<file path="src/rtl/signal_mixer_pkg.sv">
// Purpose: shared constants and types of the signal mixer
// Assumes: 8-bit registers on a small address port
// Notes: offsets are word indices on the register port
package signal_mixer_pkg;
   localparam int ADDR_W = 4;
   localparam logic [ADDR_W-1:0] MODULATION_CONTROL_OFS = 4'h0;
   localparam logic [ADDR_W-1:0] MODULATION_SOURCE_SELECT_OFS = 4'h1;
   localparam logic [ADDR_W-1:0] HIGH_CARRIER_CONTROL_OFS = 4'h2;
   localparam logic [ADDR_W-1:0] LOW_CARRIER_CONTROL_OFS = 4'h3;
   // modulation_control fields
   localparam int CTL_MODULE_ON = 7;
   localparam int CTL_PIN_DRIVE_ON = 6;
   localparam int CTL_SLEW_LIMIT = 5;
   localparam int CTL_OUTPUT_INVERT = 4;
   localparam int CTL_OUTPUT_STATE = 3;
   localparam int CTL_SW_MOD = 0;
   localparam logic [7:0] CTL_WMASK = 8'hf1;
   // source and carrier register fields
   localparam int SRC_PIN_OFF = 7;
   localparam logic [7:0] SRC_WMASK = 8'h8f;
   localparam int CAR_PIN_OFF = 7;
   localparam int CAR_INVERT = 6;
   localparam int CAR_SYNC = 5;
   localparam logic [7:0] CAR_WMASK = 8'hef;
   // values after reset
   localparam logic [7:0] CTL_RESET = 8'h20;
   localparam logic [7:0] SRC_RESET = 8'h00;
   localparam logic [7:0] HIGH_CARRIER_RESET = 8'h00;
   localparam logic [7:0] LOW_CARRIER_RESET = 8'h00;
   // modulator source codes
   localparam logic [3:0] MSRC_SW = 4'h0;
   localparam logic [3:0] MSRC_EXT = 4'h1;
   localparam logic [3:0] MSRC_SPI = 4'h2;
   localparam logic [3:0] MSRC_TX0 = 4'h3;
   localparam logic [3:0] MSRC_TX1 = 4'h4;
   localparam logic [3:0] MSRC_PWM0 = 4'h5;
   localparam logic [3:0] MSRC_PWM4 = 4'h9;
   // carrier source codes
   localparam logic [3:0] CSRC_GND = 4'h0;
   localparam logic [3:0] CSRC_EXT_A = 4'h1;
   localparam logic [3:0] CSRC_EXT_B = 4'h2;
   localparam logic [3:0] CSRC_REF = 4'h3;
   localparam logic [3:0] CSRC_PWM0 = 4'h4;
   localparam logic [3:0] CSRC_PWM4 = 4'h8;

   typedef struct packed {
      logic [4:0] pwm;
      logic [1:0] tx;
      logic spi;
      logic ref_clk;
      logic ext_modulator_pin;
      logic ext_carrier_pin_a;
      logic ext_carrier_pin_b;
   } sources_t;

   typedef struct packed {
      logic [4:0] pwm;
      logic [1:0] tx;
      logic spi;
      logic ref_clk;
   } pin_off_t;

   typedef enum logic [1:0] {
      CARRIER_LOW = 2'b01,
      CARRIER_HIGH = 2'b10
   } carrier_state_t;
endpackage

</file>
<file path="src/rtl/signal_mixer.sv">
// Purpose: mixes a modulator stream with high and low carriers
// Assumes: all source inputs synchronous to core_clk
// Notes: pin outputs and pin_off flags are registered
`timescale 1ns/1ns
module signal_mixer
   import signal_mixer_pkg::*;
(
   input wire logic core_clk,
   input wire logic reset_n,
   input wire logic [ADDR_W-1:0] reg_addr,
   input wire logic [7:0] reg_wdata,
   input wire logic reg_write,
   input wire logic reg_read,
   output logic [7:0] reg_rdata,
   input wire sources_t src_in,
   output logic modulated_out_pin,
   output logic slew_limit_sel,
   output pin_off_t pin_off
);
   logic rst_sync1_reg;
   logic rst_n_reg;
   logic [7:0] ctl_reg;
   logic [7:0] src_reg;
   logic [7:0] high_carrier_reg;
   logic [7:0] low_carrier_reg;
   carrier_state_t state_reg;
   carrier_state_t state_next;
   logic out_state_reg;
   logic mdo_sync1_reg;
   logic mdo_sync2_reg;
   logic module_on;
   logic mod_eff;
   logic high_carrier_eff;
   logic low_carrier_eff;
   logic high_carrier_raw;
   logic low_carrier_raw;
   logic mixed;
   logic [7:0] rdata_next;
   pin_off_t pin_off_next;

   // reset released through two flops
   always_ff @(posedge core_clk or negedge reset_n) begin
      if (!reset_n) begin
         rst_sync1_reg <= 1'b0;
         rst_n_reg <= 1'b0;
      end else begin
         rst_sync1_reg <= 1'b1;
         rst_n_reg <= rst_sync1_reg;
      end
   end

   // register writes; reserved bits stay zero
   always_ff @(posedge core_clk or negedge rst_n_reg) begin
      if (!rst_n_reg) begin
         ctl_reg <= CTL_RESET;
         src_reg <= SRC_RESET;
         high_carrier_reg <= HIGH_CARRIER_RESET;
         low_carrier_reg <= LOW_CARRIER_RESET;
      end else if (reg_write) begin
         unique case (reg_addr)
            MODULATION_CONTROL_OFS: ctl_reg <= reg_wdata & CTL_WMASK;
            MODULATION_SOURCE_SELECT_OFS: src_reg <= reg_wdata & SRC_WMASK;
            HIGH_CARRIER_CONTROL_OFS: high_carrier_reg <= reg_wdata & CAR_WMASK;
            LOW_CARRIER_CONTROL_OFS: low_carrier_reg <= reg_wdata & CAR_WMASK;
            default: ;
         endcase
      end
   end

   always_comb begin
      rdata_next = 8'h00;
      unique case (reg_addr)
         MODULATION_CONTROL_OFS: begin
            rdata_next = ctl_reg;
            rdata_next[CTL_OUTPUT_STATE] = mdo_sync2_reg;
         end
         MODULATION_SOURCE_SELECT_OFS: rdata_next = src_reg;
         HIGH_CARRIER_CONTROL_OFS: rdata_next = high_carrier_reg;
         LOW_CARRIER_CONTROL_OFS: rdata_next = low_carrier_reg;
         default: rdata_next = 8'h00;
      endcase
   end

   // read data valid only in the cycle after the strobe
   always_ff @(posedge core_clk or negedge rst_n_reg) begin
      if (!rst_n_reg) begin
         reg_rdata <= 8'h00;
      end else if (reg_read) begin
         reg_rdata <= rdata_next;
      end else begin
         reg_rdata <= 8'h00;
      end
   end

   assign module_on = ctl_reg[CTL_MODULE_ON];

   // modulator source; disabled falls back to software bit
   always_comb begin
      mod_eff = 1'b0;
      if (!module_on) begin
         mod_eff = ctl_reg[CTL_SW_MOD];
      end else begin
         unique case (src_reg[3:0])
            MSRC_SW: mod_eff = ctl_reg[CTL_SW_MOD];
            MSRC_EXT: mod_eff = src_in.ext_modulator_pin;
            MSRC_SPI: mod_eff = src_in.spi;
            MSRC_TX0: mod_eff = src_in.tx[0];
            MSRC_TX1: mod_eff = src_in.tx[1];
            4'h5, 4'h6, 4'h7, 4'h8, 4'h9:
               mod_eff = src_in.pwm[3'(src_reg[3:0] - MSRC_PWM0)];
            default: mod_eff = 1'b0;
         endcase
      end
   end

   function automatic logic pick_carrier(input logic [3:0] code,
                                         input sources_t s);
      logic v;
      v = 1'b0;
      unique case (code)
         CSRC_GND: v = 1'b0;
         CSRC_EXT_A: v = s.ext_carrier_pin_a;
         CSRC_EXT_B: v = s.ext_carrier_pin_b;
         CSRC_REF: v = s.ref_clk;
         4'h4, 4'h5, 4'h6, 4'h7, 4'h8:
            v = s.pwm[3'(code - CSRC_PWM0)];
         default: v = 1'b0;
      endcase
      return v;
   endfunction

   assign high_carrier_raw = pick_carrier(high_carrier_reg[3:0], src_in);
   assign low_carrier_raw = pick_carrier(low_carrier_reg[3:0], src_in);

   // polarity applies to the selected source; ground when disabled
   always_comb begin
      high_carrier_eff = 1'b0;
      low_carrier_eff = 1'b0;
      if (module_on) begin
         high_carrier_eff = high_carrier_raw ^ high_carrier_reg[CAR_INVERT];
         low_carrier_eff = low_carrier_raw ^ low_carrier_reg[CAR_INVERT];
      end
   end

   // carrier switch; a synced carrier finishes its pulse first
   always_comb begin
      state_next = state_reg;
      unique case (state_reg)
         CARRIER_HIGH: begin
            if (!mod_eff && !(high_carrier_reg[CAR_SYNC] && high_carrier_eff)) begin
               state_next = CARRIER_LOW;
            end
         end
         CARRIER_LOW: begin
            if (mod_eff && !(low_carrier_reg[CAR_SYNC] && low_carrier_eff)) begin
               state_next = CARRIER_HIGH;
            end
         end
         default: state_next = CARRIER_LOW;
      endcase
   end

   // with no sync this equals mod ? high_carrier : low_carrier
   assign mixed = (state_next == CARRIER_HIGH) ? high_carrier_eff
      : low_carrier_eff;

   always_ff @(posedge core_clk or negedge rst_n_reg) begin
      if (!rst_n_reg) begin
         state_reg <= CARRIER_LOW;
      end else begin
         state_reg <= state_next;
      end
   end

   // nothing here depends on a sleep state
   always_ff @(posedge core_clk or negedge rst_n_reg) begin
      if (!rst_n_reg) begin
         modulated_out_pin <= 1'b0;
         out_state_reg <= 1'b0;
      end else begin
         out_state_reg <= mixed;
         modulated_out_pin <= module_on && ctl_reg[CTL_PIN_DRIVE_ON]
            && (mixed ^ ctl_reg[CTL_OUTPUT_INVERT]);
      end
   end

   // fast carriers may alias here; the bit is best effort
   always_ff @(posedge core_clk or negedge rst_n_reg) begin
      if (!rst_n_reg) begin
         mdo_sync1_reg <= 1'b0;
         mdo_sync2_reg <= 1'b0;
      end else begin
         mdo_sync1_reg <= out_state_reg;
         mdo_sync2_reg <= mdo_sync1_reg;
      end
   end

   always_ff @(posedge core_clk or negedge rst_n_reg) begin
      if (!rst_n_reg) begin
         slew_limit_sel <= CTL_RESET[CTL_SLEW_LIMIT];
      end else begin
         slew_limit_sel <= ctl_reg[CTL_SLEW_LIMIT];
      end
   end

   // a carrier claims only peripherals that own a pin
   function automatic pin_off_t carrier_claim(input logic [7:0] c);
      pin_off_t p;
      p = '0;
      if (c[CAR_PIN_OFF]) begin
         if (c[3:0] == CSRC_REF) begin
            p.ref_clk = 1'b1;
         end else if (c[3:0] >= CSRC_PWM0 && c[3:0] <= CSRC_PWM4) begin
            p.pwm[3'(c[3:0] - CSRC_PWM0)] = 1'b1;
         end
      end
      return p;
   endfunction

   // peripherals keep their pins unless the mixer claims them
   always_comb begin
      pin_off_next = '0;
      if (module_on) begin
         if (src_reg[SRC_PIN_OFF]) begin
            unique case (src_reg[3:0])
               MSRC_SPI: pin_off_next.spi = 1'b1;
               MSRC_TX0: pin_off_next.tx[0] = 1'b1;
               MSRC_TX1: pin_off_next.tx[1] = 1'b1;
               4'h5, 4'h6, 4'h7, 4'h8, 4'h9:
                  pin_off_next.pwm[3'(src_reg[3:0] - MSRC_PWM0)] = 1'b1;
               default: ;
            endcase
         end
         pin_off_next = pin_off_t'(pin_off_next | carrier_claim(high_carrier_reg)
            | carrier_claim(low_carrier_reg));
      end
   end

   always_ff @(posedge core_clk or negedge rst_n_reg) begin
      if (!rst_n_reg) begin
         pin_off <= '0;
      end else begin
         pin_off <= pin_off_next;
      end
   end
endmodule

</file>
<file path="config.mk">
export PLATFORM = sky130hd
export DESIGN_NAME = signal_mixer
export DESIGN_NICKNAME = d
export VERILOG_FILES = /design/src/rtl/signal_mixer_pkg.sv /design/src/rtl/signal_mixer.sv
export SDC_FILE = /design/constraint.sdc
export NUM_CORES = 1
export LEC_CHECK = 0
export BUFFER_PORTS_ARGS = -buffer_cell sky130_fd_sc_hd__buf_2
export CORE_MARGIN = 10
export CORE_UTILIZATION = 56
export CTS_CLUSTER_SIZE = 10
export DETAILED_ROUTE_END_ITERATION = 16
export GPL_ROUTABILITY_DRIVEN = 0
export HOLD_SLACK_MARGIN = 0.02
export PLACE_DENSITY = 0.8
export REMOVE_ABC_BUFFERS = 1
export SLEW_MARGIN = 10
export SYNTH_ARGS = -nofsm -noshare
export SYNTH_HDL_FRONTEND = slang
export SYNTH_SLANG_ARGS = --single-unit
</file>
<file path="constraint.sdc">
create_clock -name core_clk -period 2.1 [get_ports core_clk]
set_clock_uncertainty 0.2 [all_clocks]
set_input_delay 0 -clock core_clk [delete_from_list [all_inputs] [get_ports core_clk]]
set_output_delay 0 -clock core_clk [all_outputs]
set_load 0.05 [all_outputs]
</file>
==> reports/metrics.csv, run 1 <==
stage;metric;value;unit
finish;largest_register_ffs;9;
outcome;violations;negative setup slack;
sta;fin_ws;-0.674;ns
critical_path;cp.arrival;2.82;ns
critical_path;cp_num_buf_inv;1;
sta;slew_headroom;0.628;
sta;finalHoldViolCount;0;
floorplan;initial_core_util;0.572;
critical_path;path_class;reg -> reg;
sta;fin_crit;2.77;ns
logic_synthesis;synth_area_leaders;dfrtp_1, mux2_2, nor2_1;
pwr;powerDensity;992;nW/µm²
place;place_ws;-0.733;ns
floorplan;fp.dieH;89.0;µm
critical_path;path_max_fanout;5;
clocking;ctsRootBufferMaster;clkbuf_8;
run;max_cap_violations;0;
route;viasPerCell;6.13;
hold_path;worstHoldPathType;reg -> async;
place;port-buffer-count;46;
logic_synthesis;syn_area;2670;µm²
critical_path;cp_slowest_stage_delay;0.49;ns
sta;worst_slew_pin_slew;0.558;ns
route;first_pass_iters;8;
pwr;p_total;3.71;mW
floorplan;ios;47;
grt;grt_max_degree;26;
grt;overflow;0;
finish;fin_cells;405;
pwr;ir_worst_vdd;0.000405;V
route;drt_wl_total;8.03;mm
critical_path;cp.required;2.15;ns
critical_path;endpoint_kind;register;
clocking;cts.htree.levels;2;
logic_synthesis;synthArstFlopShare;1.00;
critical_path;crit_family;multiplexers;
grt;antenna_found_initial;0;
logic_synthesis;synth.most_common_cell;dfrtp_1;
finish;antenna_cells;0;
critical_path;cp_cell_sequence;buf_6 > mux4_2 > mux2_4 > a211oi_4 > or2_1 > a21o_2 > a32oi_2 > or4_1 > o211ai_1;
logic_synthesis;ys_ff_latch;50;
route;route.detailed.drc;0;
logic_synthesis;ys_seq_area_frac;0.470;
sta;fin_crit_sh;1.32;
finish;nets;384;
logic_synthesis;synthDistinctLibCells;55;
floorplan;core_area;4660;µm²
floorplan;num_rows;25;
grt;grt_pass1_vias;2461;
sta;setup_viol;5;
place;hpwl;5.42;mm
sta;rsz0062_at_grt;true;
clocking;clockBufferDepth;2;
finish;final_layout_size_suffix_gt1_frac;0.496;
sta;timing.fmax;361;MHz
finish;top_regs;pin_off (9), reg_rdata (8);
route;wl_per_cell;19.8;µm
clocking;cts_sinks;50;
logic_synthesis;ys.warnings.count;0;
logic_synthesis;synth.avg_cell_area;11.2;µm²
route;ant_nets;0;
floorplan;dieArea;7920;µm²
critical_path;start_kind;register;
grt;grt_pass1_wl;11.9;mm
logic_synthesis;yosysTopAreaCell;dfrtp_1;
outcome;outcome;finished with violations;
sta;drv_slew;0;
critical_path;crit_slowest_cell;mux4_2;
logic_synthesis;syn_inst;239;
clocking;cts_tree;built;
finish;largest-register;pin_off;
pwr;power_leakage;1.72;nW
logic_synthesis;yosysTopAreaCellShare;0.441;
clocking;path_clk_slew;0.10;ns
clocking;insertion_delay;0.33;ns
route;vias;2484;
logic_synthesis;synth_edf_count;0;
place;placed_cells;377;
sta;tns;-1.66;ns
grt;track_usage;0.194;
floorplan;die_w;89.0;µm
route;drt_iter0_drc;210;
clocking;numCtsBuffers;5;
critical_path;r2r_slack;-0.67;ns
finish;area_growth;40.2;%
logic_synthesis;synth_common_cells;dfrtp_1, mux2_2, nor2_1, nand2_1, nor3_1;
logic_synthesis;ys.flop_type;dfrtp_1;
area by class of cell:
class | count | area, µm²
clock buffer | 5 | 68.8
inverter | 6 | 22.5
timing repair buffer | 113 | 805
sequential | 50 | 1260
clock inverter | 3 | 26.3
tap | 54 | 67.6
multi-input combinational | 174 | 1490
fill | 273 | 920
through the flow:
stage | hold slack (ns) | instance area [µm²] | util
finish | 0.0659 | 3740 | 0.803
floorplan | -0.496 | 2630 | -
global route | 0.106 | 3740 | 0.803
global placement | -0.415 | 3290 | 0.706
detailed placement | -0.415 | 3290 | 0.706
CTS | 0.0803 | 3620 | 0.778
path summary, 6_finish.rpt:
check,from,end,depth (start not counted)
min,rst_n_reg$_DFF_PN0_,ctl_reg[6]$_DFFE_PN0P_,0
max reg2reg,src_reg[0]$_DFFE_PN0P_,modulated_out_pin$_DFF_PN0_,9
max,src_reg[0]$_DFFE_PN0P_,modulated_out_pin$_DFF_PN0_,9
min reg2reg,rst_n_reg$_DFF_PN0_,ctl_reg[6]$_DFFE_PN0P_,0
max in group asynchronous,rst_n_reg$_DFF_PN0_,high_carrier_reg[0]$_DFFE_PN0P_,1
min in group core_clk,out_state_reg$_DFF_PN0_,mdo_sync1_reg$_DFF_PN0_,0
what timing repair did:
| item | CTS | global route |
|---|---|---|
| buffers inserted | 2 | 3 |
| pin swaps | 7 | 6 |
| hold endpoints to repair | 34 | 0 |
| endpoints found under the setup margin | 5 | 9 |
| gates resized for setup | 14 | 21 |
| hold buffers | 16 | 0 |
logic make-up after synthesis:
logic type,after synthesis,synth area share
AO/OA/AOI/OAI,31,0.0896
XOR/XNOR,3,0.00985
adder cells (fa/ha/maj),6,0.0281
buffers and inverters,15,0.0244
flip-flops,50,0.470
multiplexers,37,0.174
other,1,0.00141
AND/OR/NAND/NOR,96,0.202
cell usage in the layout, fill, tap and decap left out, drive strengths merged, types with 6 or more instances in the layout:
master / instances
o21ai: 6
nor2: 22
inv: 8
mux2: 29
a22oi: 6
nand3b: 9
nor3: 11
ha: 6
nand2: 17
dlygate4sd3: 16
dfrtp: 47
buf: 97
routing by layer:
layer | global-route usage | share of wire | vias to the layer above
met5 | 0 | 0 | -
met4 | 0.0723 | 0.034 | 0
met3 | 0.0456 | 0.069 | 24
met2 | 0.343 | 0.50 | 136
met1 | 0.222 | 0.39 | 1232
li1 | - | - | 1092
where the power goes:
| part | switching, mW | internal, mW |
|---|---|---|
| Clock | 0.363 | 0.246 |
| Combinational | 0.859 | 0.908 |
| Sequential | 0.185 | 1.15 |
Power figures use the tool's default switching activity.
==> run 2, diff against run 1 <==
--- a/config.mk
+++ b/config.mk
@@ -13,7 +13,6 @@
 export GPL_ROUTABILITY_DRIVEN = 0
 export HOLD_SLACK_MARGIN = 0.02
 export PLACE_DENSITY = 0.8
-export REMOVE_ABC_BUFFERS = 1
 export SLEW_MARGIN = 10
 export SYNTH_ARGS = -nofsm -noshare
 export SYNTH_HDL_FRONTEND = slang
==> reports/metrics.csv, run 2 (synthesized netlist as in run 1, its figures left out) <==
stage;metric;value;unit
clocking;ctsRootBufferMaster;clkbuf_8;
sta;slew_headroom;0.640;
place;port-buffer-count;46;
hold_path;worstHoldPathType;in -> reg;
finish;largest_register_ffs;9;
sta;finalHoldViolCount;0;
place;place_ws;-0.743;ns
pwr;ir_worst_vdd;0.000533;V
sta;fin_ws;-0.742;ns
floorplan;die_w;89.0;µm
clocking;cts_tree;built;
sta;worst_slew_pin_slew;0.540;ns
route;ant_nets;0;
sta;timing.fmax;352;MHz
place;hpwl;5.41;mm
clocking;path_clk_slew;0.10;ns
floorplan;ios;47;
grt;grt_max_degree;28;
pwr;power_leakage;1.69;nW
route;drt_iter0_drc;269;
critical_path;cp.required;2.14;ns
clocking;cts.htree.levels;2;
floorplan;num_rows;25;
route;vias;2400;
floorplan;initial_core_util;0.572;
finish;nets;379;
finish;top_regs;pin_off (9), reg_rdata (8);
critical_path;start_kind;register;
clocking;insertion_delay;0.31;ns
sta;timing.hold.ws;0.0436;ns
critical_path;r2r_cells;11;
clocking;numCtsBuffers;5;
clocking;clockBufferDepth;2;
pwr;p_seq_frac;0.361;
critical_path;endpoint_kind;register;
route;drt_wl_total;7.81;mm
sta;fin_crit_sh;1.35;
grt;overflow;0;
sta;rsz0062_at_grt;true;
pwr;swShare;0.371;
pwr;powerDensity;1020;nW/µm²
finish;final_area;3660;µm²
finish;fillerInstances;292;
run;max_cap_violations;0;
route;route.detailed.drc;0;
logic_synthesis;synthesis.nets;273;
critical_path;path_class;reg -> reg;
pwr;p_switching;1.38;mW
sta;drv_slew;0;
critical_path;path_max_fanout;4;
sta;setup_viol;8;
floorplan;dieArea;7920;µm²
floorplan;core_area;4660;µm²
route;first_pass_iters;4;
finish;area_growth;37.1;%
clocking;cts_sinks;50;
finish;largest-register;pin_off;
pwr;p_total;3.72;mW
route;viasPerCell;5.99;
route;wl_per_cell;19.5;µm
critical_path;cp.arrival;2.88;ns
pwr;p_int;2.34;mW
outcome;violations;negative setup slack;
grt;grt_pass1_vias;2464;
grt;antenna_found_initial;1;
grt;grt_pass1_wl;12.4;mm
pwr;combinationalPowerShare;0.450;
floorplan;fp.dieH;89.0;µm
place;placed_cell_area;3290;µm²
hold_path;worstHoldPathCells;4;
grt;track_usage;0.203;
outcome;outcome;finished with violations;
pwr;p_clk_frac;0.189;
finish;final_cell_mix;buf_2, buf_4, dfrtp_1;
finish;final_layout_size_suffix_gt1_frac;0.468;
sta;fin_crit;2.84;ns
run 2: power by group through the flow:
stage | clock network (mW) | logic, mW | registers (mW)
floorplan | 0 | 0.830 | 1.39
global placement | 0 | 1.39 | 1.33
detailed placement | 0 | 1.44 | 1.35
CTS | 0.709 | 1.52 | 1.33
global route | 0.747 | 1.79 | 1.37
finish | 0.703 | 1.67 | 1.34
run 2: worst paths after layout:
| check | startpoint | to | slack (ns) |
|---|---|---|---|
| worst max-delay path | src_reg[0]$_DFFE_PN0P_ | modulated_out_pin$_DFF_PN0_ | -0.74 |
| worst min-delay path | reg_addr[0] | reg_rdata[4]$_DFF_PN0_ | 0.04 |
| worst max register to register | src_reg[0]$_DFFE_PN0P_ | modulated_out_pin$_DFF_PN0_ | -0.74 |
| worst min register to register | rst_n_reg$_DFF_PN0_ | low_carrier_reg[6]$_DFFE_PN0P_ | 0.06 |
| max in group asynchronous | rst_n_reg$_DFF_PN0_ | state_reg[0]$_DFF_PN1_ | 1.05 |
| min in group asynchronous | rst_n_reg$_DFF_PN0_ | low_carrier_reg[6]$_DFFE_PN0P_ | 0.06 |
run 2: stage by stage:
step           utilization  TNS [ns]  cells
2_1_floorplan            -     -1.16    239
3_3_place_gp         0.706     -1.43    375
3_5_place_dp         0.706     -1.97    375
4_1_cts              0.767     -1.77    397
5_1_grt              0.784     -3.50    400
6_report             0.785     -2.69    401
run 2: worst max-delay path, stage by stage, from the launching register on:
cell	delay, ns
dfrtp_2	0.46
buf_4	0.15
buf_6	0.12
ha_2	0.20
a22oi_1	0.29
a211oi_2	0.16
a211oi_4	0.28
or2_1	0.17
a21o_2	0.14
a32oi_2	0.10
or4_1	0.42
o211ai_1	0.09
run 2: metal layers:
| metal | track usage | part of all wire | vias up |
|---|---|---|---|
| li1 | - | - | 1089 |
| met1 | 0.239 | 0.39 | 1157 |
| met2 | 0.345 | 0.49 | 125 |
| met3 | 0.0565 | 0.085 | 29 |
| met4 | 0.0737 | 0.037 | 0 |
| met5 | 0 | 0 | - |
run 2: area by class of cell:
type | count | area, µm² | share of cell area
multi-input combinational | 174 | 1440 | 0.394
sequential | 50 | 1260 | 0.344
timing repair buffer | 108 | 747 | 0.204
clock buffer | 5 | 68.8 | 0.0188
tap | 54 | 67.6 | 0.0185
clock inverter | 3 | 47.5 | 0.0130
inverter | 6 | 25.0 | 0.00684
antenna | 1 | 2.50 | 0.000684
run 2: repair_timing:
action                     4_1_cts  5_1_grt
hold buffers                    14        0
gates resized for setup          6       12
setup endpoints to repair        7        8
hold endpoints to repair        34        0
pin swaps                        2        8
setup buffers                    0        3
==> run 3, diff against run 2 <==
--- a/config.mk
+++ b/config.mk
@@ -6,6 +6,7 @@
 export NUM_CORES = 1
 export LEC_CHECK = 0
 export BUFFER_PORTS_ARGS = -buffer_cell sky130_fd_sc_hd__buf_2
+export CAP_MARGIN = 20
 export CORE_MARGIN = 10
 export CORE_UTILIZATION = 56
 export CTS_CLUSTER_SIZE = 10
@@ -13,6 +14,7 @@
 export GPL_ROUTABILITY_DRIVEN = 0
 export HOLD_SLACK_MARGIN = 0.02
 export PLACE_DENSITY = 0.8
+export SKIP_CTS_REPAIR_TIMING = 1
 export SLEW_MARGIN = 10
 export SYNTH_ARGS = -nofsm -noshare
 export SYNTH_HDL_FRONTEND = slang
==> reports/metrics.csv, run 3 (synthesized netlist as in run 1, its figures left out) <==
stage;metric;value;unit
logic_synthesis;synthesis.nets;273;
run;max_cap_violations;0;
route;ant_nets;0;
sta;fin_ws;-0.740;ns
clocking;cts_sinks;50;
clocking;ctsRootBufferMaster;clkbuf_8;
grt;grtUsageMet2;0.313;
finish;layout_commonest_cell;buf_2;
finish;antenna_cells;0;
finish;final_util;0.776;
route;viasPerCell;5.87;
floorplan;ios;47;
clocking;cts_tree;built;
finish;final_cell_mix;buf_2, dfrtp_1, buf_4;
floorplan;core_area;4660;µm²
place;port-buffer-count;46;
grt;grt_pass1_wl;11.5;mm
clocking;insertion_delay;0.31;ns
grt;grt_util_met3;0.0520;
outcome;violations;negative setup slack;
floorplan;initial_core_util;0.572;
finish;area_growth;35.6;%
sta;timing.hold.ws;0.0423;ns
sta;timing.fmax;352;MHz
grt;gr-max-usage-layer;met2;
grt;grt_use_met1;0.233;
critical_path;cp.required;2.14;ns
finish;largest_register_ffs;9;
pwr;ir_worst_vdd;0.000534;V
pwr;p_clk_frac;0.192;
critical_path;endpoint_kind;register;
pwr;powerDensity;1010;nW/µm²
critical_path;path_max_fanout;4;
place;placed_cells;375;
place;placed_cell_area;3290;µm²
route;drt_iter0_drc;196;
route;wl_per_cell;18.8;µm
finish;nets;376;
finish;fin_cells;397;
route;first_pass_iters;4;
grt;overflow;0;
floorplan;fp.dieH;89.0;µm
clocking;path_clk_slew;0.10;ns
pwr;power_leakage;1.67;nW
finish;final_area;3620;µm²
pwr;p_seq_frac;0.367;
floorplan;num_rows;25;
critical_path;cp_slowest_stage_delay;0.43;ns
critical_path;cp_num_buf_inv;1;
place;hpwl;5.41;mm
critical_path;cp_cell_sequence;inv_4 > ha_4 > mux4_2 > mux2_4 > a211oi_4 > nor3_1 > a31oi_2 > a32oi_2 > or4_1 > o211ai_1;
critical_path;start_kind;register;
floorplan;dieArea;7920;µm²
sta;tns;-1.96;ns
clocking;clockBufferDepth;2;
critical_path;path_class;reg -> reg;
pwr;p_int;2.32;mW
hold_path;worstHoldPathType;in -> reg;
outcome;outcome;finished with violations;
critical_path;crit_family;compound AO/OA/AOI/OAI gates;
critical_path;cp.arrival;2.88;ns
critical_path;crit_slowest_cell;dfrtp_2;
floorplan;die_w;89.0;µm
grt;grt_max_degree;28;
clocking;numCtsBuffers;5;
grt;grt_pass1_vias;2318;
route;route.detailed.drc;0;
grt;antenna_found_initial;0;
finish;final_layout_size_suffix_gt1_frac;0.452;
sta;fin_crit;2.84;ns
clocking;cts.htree.levels;2;
finish;fillerInstances;300;
sta;drv_slew;0;
pwr;p_switching;1.33;mW
pwr;combinationalPowerShare;0.441;
pwr;swShare;0.364;
sta;worst_slew_pin_slew;0.529;ns
sta;slew_headroom;0.647;
grt;track_usage;0.189;
route;vias;2329;
sta;fin_crit_sh;1.35;
route;drt_wl_total;7.47;mm
finish;largest-register;pin_off;
finish;top_regs;pin_off (9), reg_rdata (8);
sta;finalHoldViolCount;0;
sta;setup_viol;4;
sta;rsz0062_at_grt;true;
run 3: cell types whose count changed in the layout (fill, tap and decap cells not counted), sizes merged:
cell,delta
diode,-1
buf,-2
dlygate4sd3,-1
run 3: cell type report:
cell class | count | area (µm²) | area share
Inverter | 6 | 25.0 | 0.00692
Sequential cell | 50 | 1260 | 0.348
Clock buffer | 5 | 68.8 | 0.0190
Multi-Input combinational cell | 174 | 1430 | 0.396
Clock inverter | 3 | 47.5 | 0.0131
Tap cell | 54 | 67.6 | 0.0187
Timing Repair Buffer | 105 | 718 | 0.199
run 3: power groups by stage:
stage                     combinational [mW]  clock [mW]  sequential (mW)
after global placement                  1.39           0             1.33
after detailed placement                1.44           0             1.35
final                                   1.61       0.698             1.34
after CTS                               1.46       0.709             1.33
after floorplan                        0.830           0             1.39
after global routing                    1.73       0.745             1.37
run 3: final timing paths:
path                                        startpoint                        endpoint  slack (ns)  cells after the start
worst max-delay path            src_reg[0]$_DFFE_PN0P_     modulated_out_pin$_DFF_PN0_       -0.74                     10
worst min-delay path                       reg_addr[0]          reg_rdata[4]$_DFF_PN0_        0.04                      4
worst max register to register  src_reg[0]$_DFFE_PN0P_     modulated_out_pin$_DFF_PN0_       -0.74                     10
worst min register to register     rst_n_reg$_DFF_PN0_  low_carrier_reg[6]$_DFFE_PN0P_        0.05                      0
max in group asynchronous          rst_n_reg$_DFF_PN0_          state_reg[0]$_DFF_PN1_        1.06                      1
min in group asynchronous          rst_n_reg$_DFF_PN0_  low_carrier_reg[6]$_DFFE_PN0P_        0.05                      0
run 3: tightest hold or removal path, delay by kind of cell:
family / cells / cell delay (ns)
buf+inv: 1 / 0.26
simple gates: 3 / 0.27
run 3: metrics by stage:
step           setup WS (ns)  total power, mW
2_1_floorplan         -0.606             2.22
3_3_place_gp          -0.587             2.73
3_5_place_dp          -0.743             2.79
4_1_cts               -0.753             3.50
5_1_grt               -0.860             3.84
6_report              -0.740             3.64
run 3: per-layer routing:
| metal | routed length (µm) | part of all wire | vias up |
|---|---|---|---|
| li1 | - | - | 1078 |
| met1 | 2990 | 0.40 | 1129 |
| met2 | 3740 | 0.50 | 107 |
| met3 | 573 | 0.077 | 15 |
| met4 | 164 | 0.022 | 0 |
| met5 | 0 | 0 | - |
